==> src/design/oas_pkg.sv <==
package oas_pkg;

  // ==========================================================
  // operand modes, instruction classes, address spaces, stack commands and stack states
  typedef enum logic [2:0] {
    reg_mode,
    work_reg_mode,
    pointer_held_mode,
    indexed_mode,
    absolute_target_mode,
    vector_table_jump_mode,
    pc_displacement_mode,
    literal_operand_mode
  } oas_mode_e;

  typedef enum logic [2:0] {
    register_move_instr,
    program_memory_load,
    external_data_load,
    jump_instr,
    call_instr,
    other_instr
  } oas_instr_e;

  typedef enum logic [2:0] {
    space_none,
    space_regfile,
    space_pmem,
    space_xdata,
    space_pc
  } oas_space_e;

  typedef enum logic [1:0] {
    stk_call,
    stk_return,
    stk_intr,
    interrupt_return
  } oas_stk_cmd_e;

  typedef enum logic [2:0] {
    st_idle,
    st_push_lo,
    st_push_hi,
    st_push_fl,
    st_pop_fl,
    st_pop_hi,
    st_pop_lo
  } oas_stk_state_e;

  // ==========================================================
  // register map and address ranges
  localparam logic [7:0] STACK_PTR_ADDR = 8'hd9;
  localparam logic [7:0] STACK_PTR_RESET = 8'hc0;
  localparam logic [7:0] COMMON_BASE = 8'hc0;
  localparam logic [7:0] COMMON_TOP = 8'hcf;
  localparam logic [7:0] SYSTEM_BASE = 8'hc0;
  localparam logic [7:0] VECTOR_PAGE = 8'h00;
  localparam int SLICE_LSB = 3;

  // ==========================================================
  // carriers
  typedef struct packed {
    oas_mode_e mode;
    oas_instr_e instr;
    logic is_pair;
    logic long_off;
    logic [3:0] wsel;
    logic [15:0] field;
  } oas_req_s;

  typedef struct packed {
    oas_space_e space;
    logic [15:0] ea;
    logic [15:0] operand;
    logic invalid;
    logic page_bypass;
    logic pc_load;
    logic vec_fetch;
  } oas_res_s;

endpackage

==> src/design/oas_operand_address_and_stack.sv <==
`timescale 1ns/1ps

// What this block does
// (RL1) common sixteen bytes bypass register page
// (RL2) pairs start even, high byte first
// (RL3) direct address of common area invalid
// (RL4) call pushes pc, return pops it
// (RL5) interrupt pushes pc and flags, restores both
// (RL6) pre-decrement push, post-increment pop
// (RL7) stack pointer byte mapped at d9h
// (RL8) stack pointer wraps modulo 256
// (RL9) register mode operand is register contents
// (RL10) pointer picks 8-byte slice, field picks register
// (RL11) pointer-held mode: register holds operand address
// (RL12) pointer-held mode cannot reach c0h-ffh
// (RL13) indexed mode cannot reach c0h-ffh
// (RL14) indexed register file: base plus offset
// (RL15) indexed memory: pair plus signed offset
// (RL16) indexed mode limited to load instructions
// (RL17) absolute target loads pc on jump/call
// (RL18) memory loads accept absolute address
// (RL19) vector mode reads pair in low page
// (RL20) vector mode only for call
// (RL21) decode eight explicit operand modes
// (RL22) displacement added to next pc
// (RL23) literal operand taken from instruction field
module oas_operand_address_and_stack (
  input wire logic I_MCLK,
  input wire logic I_RST,
  input wire logic I_REQ_VALID,
  input wire oas_pkg::oas_req_s I_REQ,
  input wire logic [15:0] I_OPND_DATA,
  input wire logic [7:0] I_RP0,
  input wire logic [7:0] I_RP1,
  input wire logic [15:0] I_NEXT_PC,
  output oas_pkg::oas_res_s O_RES,
  output logic O_RES_VALID,
  input wire logic I_STK_START,
  input wire oas_pkg::oas_stk_cmd_e I_STK_CMD,
  input wire logic [15:0] I_PC,
  input wire logic [7:0] I_FLAGS,
  input wire logic [7:0] I_STK_RDATA,
  output logic [7:0] O_STK_ADDR,
  output logic O_STK_WE,
  output logic O_STK_RE,
  output logic [7:0] O_STK_WDATA,
  output logic O_STK_BUSY,
  output logic O_STK_DONE,
  output logic [15:0] O_RET_PC,
  output logic [7:0] O_RET_FLAGS,
  output logic O_SP_WRAP,
  input wire logic [7:0] I_REG_ADDR,
  input wire logic I_REG_WE,
  input wire logic [7:0] I_REG_WDATA,
  output logic [7:0] O_REG_RDATA,
  output logic O_REG_HIT
);

  // ==========================================================
  // helpers
  function automatic logic [15:0] sext8(input logic [7:0] v);
    sext8 = {{8{v[7]}}, v};
  endfunction

  function automatic logic in_common(input logic [7:0] a);
    in_common = (a >= oas_pkg::COMMON_BASE) && (a <= oas_pkg::COMMON_TOP);
  endfunction

  function automatic logic in_system(input logic [7:0] a);
    in_system = (a >= oas_pkg::SYSTEM_BASE);
  endfunction

  // ==========================================================
  // operand address generation
  oas_pkg::oas_res_s res_next;
  oas_pkg::oas_res_s res_reg;
  logic res_valid_reg;
  logic [7:0] rp_sel;
  logic [7:0] idx8;

  assign rp_sel = I_REQ.wsel[3] ? I_RP1 : I_RP0;
  assign idx8 = I_REQ.field[7:0] + I_OPND_DATA[7:0];

  always_comb begin
    res_next = '0;
    res_next.space = oas_pkg::space_none;
    // (RL21) eight mode decode
    case (I_REQ.mode)
      oas_pkg::reg_mode: begin
        res_next.space = oas_pkg::space_regfile;
        res_next.ea = {8'h00, I_REQ.field[7:0]};
        // (RL9) register contents operand
        res_next.operand = I_OPND_DATA;
        // (RL3) direct common refused
        // (RL2) pair must be even
        res_next.invalid = in_common(I_REQ.field[7:0]) ||
                           (I_REQ.is_pair && I_REQ.field[0]);
      end
      oas_pkg::work_reg_mode: begin
        res_next.space = oas_pkg::space_regfile;
        // (RL10) slice plus short field
        res_next.ea = {8'h00, rp_sel[7:oas_pkg::SLICE_LSB],
                       I_REQ.wsel[2:0]};
        res_next.operand = I_OPND_DATA;
        res_next.invalid = I_REQ.is_pair && I_REQ.wsel[0];
      end
      oas_pkg::pointer_held_mode: begin
        // (RL11) register holds address
        if (I_REQ.is_pair) begin
          res_next.space = (I_REQ.instr == oas_pkg::external_data_load) ?
                           oas_pkg::space_xdata : oas_pkg::space_pmem;
          res_next.ea = I_OPND_DATA;
        end else begin
          res_next.space = oas_pkg::space_regfile;
          res_next.ea = {8'h00, I_OPND_DATA[7:0]};
          // (RL12) system area unreachable
          res_next.invalid = in_system(I_OPND_DATA[7:0]);
        end
      end
      oas_pkg::indexed_mode: begin
        // (RL16) only load instructions
        case (I_REQ.instr)
          oas_pkg::register_move_instr: begin
            res_next.space = oas_pkg::space_regfile;
            // (RL14) base plus offset
            res_next.ea = {8'h00, idx8};
            // (RL13) system area unreachable
            res_next.invalid = in_system(idx8);
          end
          oas_pkg::program_memory_load,
          oas_pkg::external_data_load: begin
            res_next.space = (I_REQ.instr == oas_pkg::program_memory_load) ?
                             oas_pkg::space_pmem : oas_pkg::space_xdata;
            // (RL15) pair plus signed offset
            res_next.ea = I_OPND_DATA + (I_REQ.long_off ? I_REQ.field :
                          sext8(I_REQ.field[7:0]));
          end
          default: begin
            res_next.invalid = 1'b1;
          end
        endcase
      end
      oas_pkg::absolute_target_mode: begin
        res_next.ea = I_REQ.field;
        case (I_REQ.instr)
          oas_pkg::jump_instr, oas_pkg::call_instr: begin
            // (RL17) load pc directly
            res_next.space = oas_pkg::space_pc;
            res_next.pc_load = 1'b1;
          end
          // (RL18) absolute memory transfer
          oas_pkg::program_memory_load: begin
            res_next.space = oas_pkg::space_pmem;
          end
          oas_pkg::external_data_load: begin
            res_next.space = oas_pkg::space_xdata;
          end
          default: begin
            res_next.invalid = 1'b1;
          end
        endcase
      end
      oas_pkg::vector_table_jump_mode: begin
        // (RL19) pair in lowest page
        res_next.space = oas_pkg::space_pmem;
        res_next.ea = {oas_pkg::VECTOR_PAGE, I_REQ.field[7:0]};
        res_next.vec_fetch = 1'b1;
        // (RL20) call only
        res_next.invalid = (I_REQ.instr != oas_pkg::call_instr);
      end
      oas_pkg::pc_displacement_mode: begin
        // (RL22) next pc plus displacement
        res_next.space = oas_pkg::space_pc;
        res_next.ea = I_NEXT_PC + sext8(I_REQ.field[7:0]);
        res_next.pc_load = 1'b1;
      end
      oas_pkg::literal_operand_mode: begin
        // (RL23) operand from field
        res_next.operand = I_REQ.is_pair ? I_REQ.field :
                           {8'h00, I_REQ.field[7:0]};
      end
      default: begin
        res_next.invalid = 1'b1;
      end
    endcase
    // (RL1) common area ignores page
    res_next.page_bypass = (res_next.space == oas_pkg::space_regfile) &&
                           in_common(res_next.ea[7:0]);
  end

  always_ff @(posedge I_MCLK) begin
    if (I_RST) begin
      res_reg <= '0;
      res_valid_reg <= 1'b0;
    end else begin
      res_reg <= res_next;
      res_valid_reg <= I_REQ_VALID;
    end
  end

  assign O_RES = res_reg;
  assign O_RES_VALID = res_valid_reg;

  // ==========================================================
  // stack sequencer
  oas_pkg::oas_stk_state_e state_reg;
  oas_pkg::oas_stk_state_e state_next;
  logic [7:0] sp_reg;
  logic [15:0] pc_reg;
  logic [7:0] fl_reg;
  logic with_fl_reg;
  logic [15:0] ret_pc_reg;
  logic [7:0] ret_fl_reg;
  logic done_reg;
  logic wrap_reg;
  logic [7:0] rdata_reg;
  logic hit_reg;
  logic idle;
  logic start_ok;
  logic push_step;
  logic pop_step;
  logic sp_write;

  assign idle = (state_reg == oas_pkg::st_idle);
  assign start_ok = I_STK_START && idle;
  assign push_step = (state_reg == oas_pkg::st_push_lo) ||
                     (state_reg == oas_pkg::st_push_hi) ||
                     (state_reg == oas_pkg::st_push_fl);
  assign pop_step = (state_reg == oas_pkg::st_pop_fl) ||
                    (state_reg == oas_pkg::st_pop_hi) ||
                    (state_reg == oas_pkg::st_pop_lo);
  // software write refused while a sequence runs
  assign sp_write = I_REG_WE && idle &&
                    (I_REG_ADDR == oas_pkg::STACK_PTR_ADDR);

  always_comb begin
    state_next = state_reg;
    case (state_reg)
      oas_pkg::st_idle: begin
        if (I_STK_START) begin
          case (I_STK_CMD)
            oas_pkg::stk_call, oas_pkg::stk_intr: begin
              state_next = oas_pkg::st_push_lo;
            end
            oas_pkg::stk_return: begin
              state_next = oas_pkg::st_pop_hi;
            end
            default: begin
              state_next = oas_pkg::st_pop_fl;
            end
          endcase
        end
      end
      oas_pkg::st_push_lo: begin
        state_next = oas_pkg::st_push_hi;
      end
      oas_pkg::st_push_hi: begin
        state_next = with_fl_reg ? oas_pkg::st_push_fl : oas_pkg::st_idle;
      end
      oas_pkg::st_pop_fl: begin
        state_next = oas_pkg::st_pop_hi;
      end
      oas_pkg::st_pop_hi: begin
        state_next = oas_pkg::st_pop_lo;
      end
      default: begin
        state_next = oas_pkg::st_idle;
      end
    endcase
  end

  always_ff @(posedge I_MCLK) begin
    if (I_RST) begin
      state_reg <= oas_pkg::st_idle;
    end else begin
      state_reg <= state_next;
    end
  end

  always_ff @(posedge I_MCLK) begin
    if (I_RST) begin
      pc_reg <= 16'h0000;
      fl_reg <= 8'h00;
      with_fl_reg <= 1'b0;
    end else if (start_ok) begin
      pc_reg <= I_PC;
      fl_reg <= I_FLAGS;
      with_fl_reg <= (I_STK_CMD == oas_pkg::stk_intr);
    end
  end

  // (RL6) pre-decrement, post-increment
  // (RL8) modulo 256 wrap
  always_ff @(posedge I_MCLK) begin
    if (I_RST) begin
      sp_reg <= oas_pkg::STACK_PTR_RESET;
    end else if (push_step) begin
      sp_reg <= sp_reg - 8'h01;
    end else if (pop_step) begin
      sp_reg <= sp_reg + 8'h01;
    end else if (sp_write) begin
      sp_reg <= I_REG_WDATA;
    end
  end

  assign O_STK_ADDR = push_step ? sp_reg - 8'h01 : sp_reg;
  assign O_STK_WE = push_step;
  assign O_STK_RE = pop_step;

  // (RL4) pc low byte then high byte
  // (RL5) flags pushed last
  always_comb begin
    case (state_reg)
      oas_pkg::st_push_lo: O_STK_WDATA = pc_reg[7:0];
      oas_pkg::st_push_hi: O_STK_WDATA = pc_reg[15:8];
      oas_pkg::st_push_fl: O_STK_WDATA = fl_reg;
      default: O_STK_WDATA = 8'h00;
    endcase
  end

  // (RL5) restore flags and pc
  always_ff @(posedge I_MCLK) begin
    if (I_RST) begin
      ret_pc_reg <= 16'h0000;
      ret_fl_reg <= 8'h00;
    end else begin
      if (state_reg == oas_pkg::st_pop_fl) begin
        ret_fl_reg <= I_STK_RDATA;
      end
      if (state_reg == oas_pkg::st_pop_hi) begin
        ret_pc_reg[15:8] <= I_STK_RDATA;
      end
      if (state_reg == oas_pkg::st_pop_lo) begin
        ret_pc_reg[7:0] <= I_STK_RDATA;
      end
    end
  end

  always_ff @(posedge I_MCLK) begin
    if (I_RST) begin
      done_reg <= 1'b0;
      wrap_reg <= 1'b0;
    end else begin
      done_reg <= (push_step || pop_step) &&
                  (state_next == oas_pkg::st_idle);
      wrap_reg <= push_step && (sp_reg == 8'h00);
    end
  end

  // (RL7) stack pointer byte readback
  always_ff @(posedge I_MCLK) begin
    if (I_RST) begin
      rdata_reg <= 8'h00;
      hit_reg <= 1'b0;
    end else begin
      hit_reg <= (I_REG_ADDR == oas_pkg::STACK_PTR_ADDR);
      rdata_reg <= (I_REG_ADDR == oas_pkg::STACK_PTR_ADDR) ? sp_reg : 8'h00;
    end
  end

  assign O_STK_BUSY = !idle;
  assign O_STK_DONE = done_reg;
  assign O_RET_PC = ret_pc_reg;
  assign O_RET_FLAGS = ret_fl_reg;
  assign O_SP_WRAP = wrap_reg;
  assign O_REG_RDATA = rdata_reg;
  assign O_REG_HIT = hit_reg;
endmodule

==> config.mk <==
export PLATFORM = sky130hd
export DESIGN_NAME = oas_operand_address_and_stack
export DESIGN_NICKNAME = d
export VERILOG_FILES = /design/src/design/oas_pkg.sv /design/src/design/oas_operand_address_and_stack.sv
export SDC_FILE = /design/constraint.sdc
export NUM_CORES = 1
export LEC_CHECK = 0
export BUFFER_PORTS_ARGS = -buffer_cell sky130_fd_sc_hd__buf_4
export CAP_MARGIN = 25
export CORE_UTILIZATION = 47
export DETAILED_ROUTE_END_ITERATION = 16
export PLACE_DENSITY = 0.78
export SETUP_SLACK_MARGIN = 0.15
export SYNTH_ARGS = -nofsm -noshare
export SYNTH_HDL_FRONTEND = slang
export SYNTH_SLANG_ARGS = --single-unit
==> constraint.sdc <==
create_clock -name I_MCLK -period 2.01 [get_ports I_MCLK]
set_input_delay 0.1005 -clock I_MCLK [delete_from_list [all_inputs] [get_ports I_MCLK]]
set_output_delay 0.1005 -clock I_MCLK [all_outputs]
set_load 0.005 [all_outputs]
# Word-level counts from Yosys, hierarchy flattened
# Cells that the tools add are included.
[op_classes]
mux = 26
n_reduce_logical = 30
magnitude_cmp = 6
bitwise = 1
eq_ne = 22
n_addsub = 5
[op_table]
columns = ["cell", "count"]
rows = [
  ["$pmux 19 s7", 1],
  ["$mux 8", 5],
  ["$pmux 18 s2", 1],
  ["$add 16x16->16", 2],
  ["$ge 8x8->1 const B", 4],
  ["$mux 16", 2],
  ["$pmux 16 s2", 1],
  ["$eq 3x3->1 const B", 8],
  ["$pmux 8 s3", 1],
  ["$eq 3x2->1 const B", 6],
  ["$mux 18", 1],
  ["$le 8x8->1 const B", 2],
  ["$pmux 3 s5", 1],
  ["$eq 3x1->1 const B", 4],
  ["$logic_not 3->1", 4],
  ["$logic_and 1x1->1", 10],
  ["$reduce_or 2->1", 5],
  ["$pmux 3 s3", 1],
  ["$add 8x1->8 const B", 1],
  ["$add 8x8->8", 1],
  ["$eq 8x8->1 const B", 1],
  ["$logic_not 8->1", 1],
  ["$sub 8x1->8 const B", 1],
  ["$logic_or 1x1->1", 6],
  ["other kinds (14)", 20],
]
[word_totals]
out_inout_bits = 94
reg_bits = 111
input_bits = 131

# Longest topological paths before layout
# Gate-level depths: netlist of the first run.
[depth]
depth_word = 7
mapped_depth = 11

# Worst setup path before layout of the first run
# No wires, ideal clock.
[synth_path]
path_kind = "input -> register"
startpoint = "input port I_REQ[20] in the netlist's numbering"
endpoint = "register res_reg (netlist bit O_RES[31])"
required_time_ps = 1886
setup_ps = 124
stages = 9
arrival_ps = 1902
setup_slack_ps = -15
path_cell_list = "clkbuf_1 -> nand2b_1 -> nand2_1 -> ha_1 -> nand2_1 -> a2111oi_0 -> nand3b_1 -> xnor2_1 -> o22ai_1"
[synth_via]
elab_chain_len = 4
[synth_rtl]
columns = ["item", "line", "source"]
rows = [
  ["from (decl)", "oas_operand_address_and_stack.sv:31", "input wire oas_pkg::oas_req_s I_REQ,"],
  ["$mux 16", "oas_operand_address_and_stack.sv:135", "res_next.ea = I_OPND_DATA + (I_REQ.long_off ? I_REQ.field :"],
  ["$add 16x16->16", "oas_operand_address_and_stack.sv:135", ""],
  ["$pmux 18 s2", "oas_operand_address_and_stack.sv:122", "case (I_REQ.instr)"],
  ["$pmux 19 s7", "oas_operand_address_and_stack.sv:88", "case (I_REQ.mode)"],
  ["to (signal assigned)", "oas_operand_address_and_stack.sv:196", "res_reg <= res_next;"],
  ["to (decl)", "oas_operand_address_and_stack.sv:76", "oas_pkg::oas_res_s res_reg;"],
]
# Every way passes these cells.
# A chain may end at the register's enable or synchronous reset.

# Worst setup path after layout of the first run
[layout_path]
startpoint = "register sp_reg[1]"
endpoint = "output port O_STK_ADDR[7]"
[layout_via]
elab_chain_len = 2
[layout_rtl]
columns = ["item", "line", "source"]
rows = [
  ["from (decl)", "oas_operand_address_and_stack.sv:208", "logic [7:0] sp_reg;"],
  ["from (signal assigned)", "oas_operand_address_and_stack.sv:296", "sp_reg <= oas_pkg::STACK_PTR_RESET;"],
  ["from (signal assigned)", "oas_operand_address_and_stack.sv:298", "sp_reg <= sp_reg - 8'h01;"],
  ["from (signal assigned)", "oas_operand_address_and_stack.sv:300", "sp_reg <= sp_reg + 8'h01;"],
  ["$sub 8x1->8", "oas_operand_address_and_stack.sv:306", "assign O_STK_ADDR = push_step ? sp_reg - 8'h01 : sp_reg;"],
  ["$mux 8", "oas_operand_address_and_stack.sv:306", ""],
  ["to (decl)", "oas_operand_address_and_stack.sv:43", "output logic [7:0] O_STK_ADDR,"],
]
# Every way passes these cells.

==> flow_metrics.py, run 1 <==
metrics = {
    "routing": {
        "met2WireLength_um": 11400,
        "vias": 8063,
        "wl_um": 24000,
        "dr.pass1.iters": 6,
        "antenna_left": 0,
        "dr_wl_met3_um": 1700,
        "drt_iter0_drc": 763,
        "drt-vias-per-instance": 5.78,
        "drc": 0,
        "met1Wirelength_um": 10000,
        "wl_per_cell_um": 17.2,
        "highest_layer": "met4",
    },
    "finish": {
        "area_growth_pct": 47.1,
        "fill_cells": 1147,
        "regArea_um2": 2240,
        "fin_util_pct": 71.5,
        "stdcell_area_um2": 10000,
        "fin_cells": 1395,
        "antenna_cells": 0,
        "multi_input_area_um2": 4420,
        "largest_reg_flops": 39,
        "drive_gt1_share_pct": 31.4,
        "nets": 1376,
    },
    "min_path": {
        "worstHoldStart": "I_STK_RDATA[6]",
        "hold_path.class": "input pin to register",
    },
    "global_routing": {
        "grt_overflow": 0,
        "track_usage_pct": 31.8,
        "grt_max_degree": 52,
        "grt_pass1_wl_um": 37400,
        "antenna_found_initial": 0,
        "first_global_vias": 7557,
    },
    "critical_path": {
        "crit_chain": "or4_4 -> nor3_4 -> nand2_2 -> xnor2_2 -> buf_4",
        "start_kind": "register",
        "cpMaxStageDelayCell": "or4_4",
        "end_kind": "output port",
        "critical_path_class": "register to output port",
        "cpPeakStageDelay_ns": 0.55,
        "critPathRequiredTime_ns": 1.91,
        "worstPathMaxFanout": 3,
        "r2r_start": "sp_reg[1]",
        "cp-startpoint": "sp_reg[1]",
        "worstPathArrival_ns": 1.88,
    },
    "logic_synthesis": {
        "ys_async_sr_fraction_pct": 0,
        "ys_seq_area_share_pct": 32.7,
        "yosysWarningCount": 0,
        "synth-edff-count": 0,
        "yosysMostFrequentCell": "nand2_1",
        "synth_area_per_cell_um2": 7.52,
        "synth.distinct_cells": 68,
        "netlist_instances": 904,
        "syn_nets": 1070,
        "synth_top_cell_by_area": "dfxtp_1",
        "ys.flop_type": "dfxtp_1",
        "synth_area_um2": 6800,
        "synthTopCellsByArea": "dfxtp_1 33%, a21oi_1 9.0%, nand2_1 8.1%",
        "yosys-top-cells-count": "147 x nand2_1, 122 x a21oi_1, 111 x dfxtp_1, 89 x nor2_1, 47 x clkbuf_1",
        "ys_ff_latch": 111,
        "synth_top_area_share_pct": 32.7,
    },
    "sta": {
        "final.setup_skew_ns": 0.00838,
        "post-route-period-util_pct": 98.5,
        "hold_ws_ns": 0.0103,
        "worst_pin_slew_ns": 0.514,
        "setup_violations": 0,
        "slew_violations": 0,
        "period_needed_ns": 1.98,
        "max_freq_mhz": 505,
        "hold_viol": 0,
        "finalSetupTns_ns": 0,
        "max_slew_margin_pct": 65.6,
        "rsz0062_at_grt": "true",
    },
    "clocking": {
        "clockBufferDepth": 2,
        "clk_latency_ns": 0.37,
        "clk_pin_slew_ns": 0.09,
        "cts.sinks": 111,
        "htree_levels": 3,
        "cts_root_buf": "clkbuf_16",
        "cts_made_buffers": 9,
        "cts_tree": "done",
    },
    "placement": {
        "hpwl_um": 17700,
        "numPortBuffers": 218,
        "globalplace.congestion": 0.985,
        "dpl.cell_count": 1345,
        "placed_cell_area_um2": 9260,
    },
    "power_and_ir_drop": {
        "irDropWorstVdd_mv": 0.404,
        "switching_share_pct": 33.2,
        "power_leakage_uw": 0.00436,
        "pwr-share-seq_pct": 37.8,
        "internal-power_uw": 4300,
        "power.density_nw_per_um2": 643,
        "clock_power_share_pct": 28.4,
        "combPwrFrac_pct": 33.8,
        "p_sw_uw": 2140,
    },
    "die": {
        "dieArea_um2": 14900,
        "initial_core_util_pct": 48.6,
        "die_h_um": 122,
        "io_pins": 225,
        "placementRows": 43,
        "die_w_um": 122,
        "fp.coreArea_um2": 14000,
    },
    "status": {
        "status": "complete, no violations",
    },
    "run": {
        "maxCapViolations": 0,
    },
}
placed cells by master, fill, tap and decap left out, types with 10 or more instances in the layout:
master           n
inv_1           15
a211oi_1        14
buf_4          317
nor2b_1         10
o21a_1          11
nand4_1         11
nor2_1          88
dlygate4sd3_1   29
nor3b_1         14
ha_1            28
xnor2_1         17
and2_1          15
a22oi_1         16
nand2_1        146
dfxtp_1        104
o21ai_0         32
nor3_1          17
nand3_1         28
a21o_1          13
a21oi_1        121
what timing repair did:
action	4_1_cts	5_1_grt
resized for setup	10	21
setup buffers	3	1
pin swaps	2	4
hold endpoints to repair	29	0
hold buffers	29	0
setup endpoints to repair	3	17
per-layer routing:
| metal | GRT usage, % | vias to the layer above |
|---|---|---|
| li1 | - | 3866 |
| met1 | 40.3 | 3746 |
| met5 | 0 | - |
| met3 | 4.46 | 64 |
| met2 | 53.6 | 387 |
| met4 | 13.6 | 0 |
cells by family after synthesis:
family                     after synthesis  share of synthesized area [%]
AOI/OAI and AO/OA                      276                           25.7
xor gates and xnor gates                26                           3.35
adders and majority gates               35                           6.66
buffers and inverters                   74                           4.20
DFF                                    111                           32.7
muxes                                   16                           2.48
and+or+nand+nor                        366                           24.9
path summary, 6_finish.rpt:
kind,to,slack (ns),cells past startpoint
setup / recovery,O_STK_ADDR[7],0.03,5
hold / removal,O_RET_PC[6],0.01,3
setup reg to reg,sp_reg[5],0.20,8
hold reg to reg,pc_reg[9],0.46,2
per-stage QoR:
stage                     total power [uW]  setup slack, ns
final                                 6430           0.0293
after global routing                  6750         -0.00208
after CTS                             6370           0.0122
after detailed placement              4460           -0.162
after global placement                4430           -0.148
after floorplan                       3530           0.0902
power groups by stage:
stage	combinational, uW	sequential, uW	clock (uW)
2_1_floorplan	1100	2430	0
3_3_place_gp	1960	2470	0
3_5_place_dp	1990	2470	0
4_1_cts	2100	2420	1860
5_1_grt	2370	2440	1940
6_report	2170	2430	1830
critical path, delay by kind of cell, from the launching register on:
| family | cells | cell delay (ns) |
|---|---|---|
| and+or+nand+nor | 3 | 0.87 |
| DFF | 1 | 0.35 |
| xor gates and xnor gates | 1 | 0.17 |
| buffers and inverters | 1 | 0.13 |
area by class of cell:
class / count / area share [%]
Multi-Input combinational cell: 719 / 44.2
Timing Repair Buffer: 350 / 27.3
Sequential cell: 111 / 22.4
Clock buffer: 9 / 2.25
Tap cell: 180 / 2.25
Clock inverter: 7 / 0.838
Inverter: 19 / 0.751
(Power assumes the default switching activity.)
==> run 2, diff against run 1 <==
- ABC_AREA: unset -> 1
==> flow_metrics.py, run 2 <==
metrics = {
    "logic_synthesis": {
        "netlist_instances": 1101,
        "syn_nets": 1267,
        "synthTopCellsByArea": "dfxtp_1 32%, nand2_1 16%, inv_1 10%",
        "synth-edff-count": 0,
        "yosysMostFrequentCell": "nand2_1",
        "synth_top_cell_by_area": "dfxtp_1",
        "yosys-top-cells-count": "296 x nand2_1, 186 x inv_1, 111 x dfxtp_1, 98 x a21oi_1, 82 x o21ai_0",
        "synth_area_um2": 6950,
        "synth.distinct_cells": 41,
        "ys_ff_latch": 111,
        "ys_async_sr_fraction_pct": 0,
        "ys.flop_type": "dfxtp_1",
        "synth_area_per_cell_um2": 6.31,
        "synth_top_area_share_pct": 32.0,
        "yosysWarningCount": 0,
        "ys_seq_area_share_pct": 32.0,
    },
    "sta": {
        "hold_viol": 0,
        "max_slew_margin_pct": 57.8,
        "final.setup_skew_ns": 0.00669,
        "rsz0062_at_grt": "true",
        "slew_violations": 0,
        "hold_ws_ns": 0.00534,
        "setup_violations": 0,
        "worst_pin_slew_ns": 0.629,
        "period_needed_ns": 1.78,
        "finalSetupTns_ns": 0,
        "post-route-period-util_pct": 88.6,
        "max_freq_mhz": 562,
    },
    "finish": {
        "drive_gt1_share_pct": 22.6,
        "stdcell_area_um2": 9400,
        "final_cell_mix": "292 x nand2_1, 229 x buf_4, 183 x inv_1",
        "fill_cells": 1335,
        "nets": 1506,
        "area_growth_pct": 35.3,
        "antenna_cells": 0,
        "regArea_um2": 2230,
        "mostFrequentLayoutCell": "nand2_1",
        "largest_reg_flops": 39,
        "fin_util_pct": 64.9,
        "multi_input_area_um2": 3900,
    },
    "critical_path": {
        "end_kind": "output port",
        "worstPathArrival_ns": 1.68,
        "start_kind": "register",
        "r2r_cells": 7,
        "critPathRequiredTime_ns": 1.91,
        "r2r_end": "pc_reg[1]",
        "r2r_start": "state_reg[1]",
        "reg2reg_slack_ns": 0.31,
        "critical_path_class": "register to output port",
        "worstPathMaxFanout": 6,
    },
    "global_routing": {
        "grt_overflow": 0,
        "use_met3_pct": 7.69,
        "grt_util_met2_pct": 47.5,
        "busiest_layer": "met2",
        "antenna_found_initial": 0,
        "first_global_vias": 7158,
        "globalRouteMet1Util_pct": 36.1,
        "grt_pass1_wl_um": 34400,
        "grt_max_degree": 65,
        "track_usage_pct": 28.8,
    },
    "power_and_ir_drop": {
        "power_leakage_uw": 0.00488,
        "irDropWorstVdd_mv": 0.508,
        "power.density_nw_per_um2": 675,
    },
    "min_path": {
        "hold_depth": 3,
        "hold_path.class": "input pin to register",
        "worstHoldStart": "I_FLAGS[1]",
        "hold_end": "fl_reg[1]",
    },
    "routing": {
        "dr.pass1.iters": 6,
        "wl_um": 22100,
        "vias": 7918,
        "wl_per_cell_um": 14.4,
        "drc": 0,
        "drt-vias-per-instance": 5.18,
        "antenna_left": 0,
        "drt_iter0_drc": 659,
    },
    "clocking": {
        "cts_made_buffers": 9,
        "cts_tree": "done",
        "clk_pin_slew_ns": 0.08,
        "htree_levels": 3,
        "clk_latency_ns": 0.36,
        "cts_root_buf": "clkbuf_16",
        "cts.sinks": 111,
        "clockBufferDepth": 2,
    },
    "placement": {
        "globalplace.congestion": 0.930,
        "numPortBuffers": 218,
        "hpwl_um": 16600,
        "placed_cell_area_um2": 8780,
    },
    "die": {
        "fp.coreArea_um2": 14500,
        "die_w_um": 124,
        "die_h_um": 124,
        "initial_core_util_pct": 48.0,
        "io_pins": 225,
        "placementRows": 44,
        "dieArea_um2": 15300,
    },
    "status": {
        "status": "complete, no violations",
    },
    "run": {
        "maxCapViolations": 0,
    },
}
run 2: cell types whose count changed in the layout (fill, tap and decap cells not counted), moves of 12 or more:
cell / delta
inv_2: +17
a22oi_1: -16
buf_4: -88
nand2_1: +146
nor3b_1: -14
o21ai_0: +46
and2_1: -14
a211oi_1: -12
xnor2_1: -16
a21oi_1: -23
nand3_1: +46
nor2_1: -14
a21o_1: -13
inv_1: +168
run 2: area by class of cell:
class	count	area share, %
clock inverter	7	0.785
sequential	111	23.7
timing repair buffer	253	21.0
clock buffer	9	2.40
inverter	204	8.16
multi-input combinational	760	41.5
timing repair inverter	1	0.0532
tap	184	2.45
run 2: what timing repair did:
action	in CTS	in global routing
hold endpoints to repair	22	0
hold buffers	23	0
buffers inserted	0	1
setup endpoints to repair	11	23
gates cloned	1	0
pin swaps	0	4
resized for setup	8	22
run 2: logic make-up (layout without fill, tap and decap cells):
group / count (synthesis) / after routing / synth area share [%]
AO/OA/AOI/OAI: 216 / 216 / 16.7
XOR/XNOR: 10 / 10 / 1.26
adder cells (fa/ha/maj): 35 / 35 / 6.52
buffers and inverters: 230 / 474 / 12.9
flip-flops: 111 / 111 / 32.0
multiplexers: 3 / 3 / 0.486
AND/OR/NAND/NOR: 496 / 496 / 30.2
run 2: through the flow:
stage	setup WS [ns]	std cells	total power, uW
after global routing	0.0998	1529	6730
after floorplan	0.412	1101	3660
after global placement	0.0461	1488	4400
after detailed placement	0.0520	1488	4430
after CTS	0.155	1528	6300
final	0.230	1529	6350
run 2: worst max-delay path by stage:
stage	end	cells past startpoint	start	slack (ns)
global placement	O_RES[33]	15	I_REQ[20]	0.05
global route	O_RES[2]	13	I_OPND_DATA[1]	0.1
detailed placement	O_RES[33]	15	I_REQ[20]	0.05
CTS	O_STK_ADDR[7]	8	sp_reg[0]	0.16
finish	O_STK_ADDR[7]	8	sp_reg[0]	0.23
floorplan	O_RES[34]	14	I_REQ[20]	0.41
run 2: power by group:
group / internal [uW] / switching [uW]
Clock: 880 / 939
Sequential: 2370 / 116
Combinational: 867 / 1170
Total: 4120 / 2230
run 2: critical path, cell delays in order (launching register included):
cell and delay (ns):
dfxtp_2 0.35, inv_2 0.13, nand2_2 0.10, nor3_4 0.25, nand3_1 0.09, nand2_1 0.08
nand3_2 0.09, o21ai_2 0.09, buf_4 0.13
run 2: layer usage:
| metal | up-vias | wire [um] |
|---|---|---|
| met4 | 0 | 565 |
| met5 | - | 0 |
| li1 | 3988 | - |
| met1 | 3549 | 9470 |
| met2 | 332 | 10200 |
| met3 | 49 | 1810 |
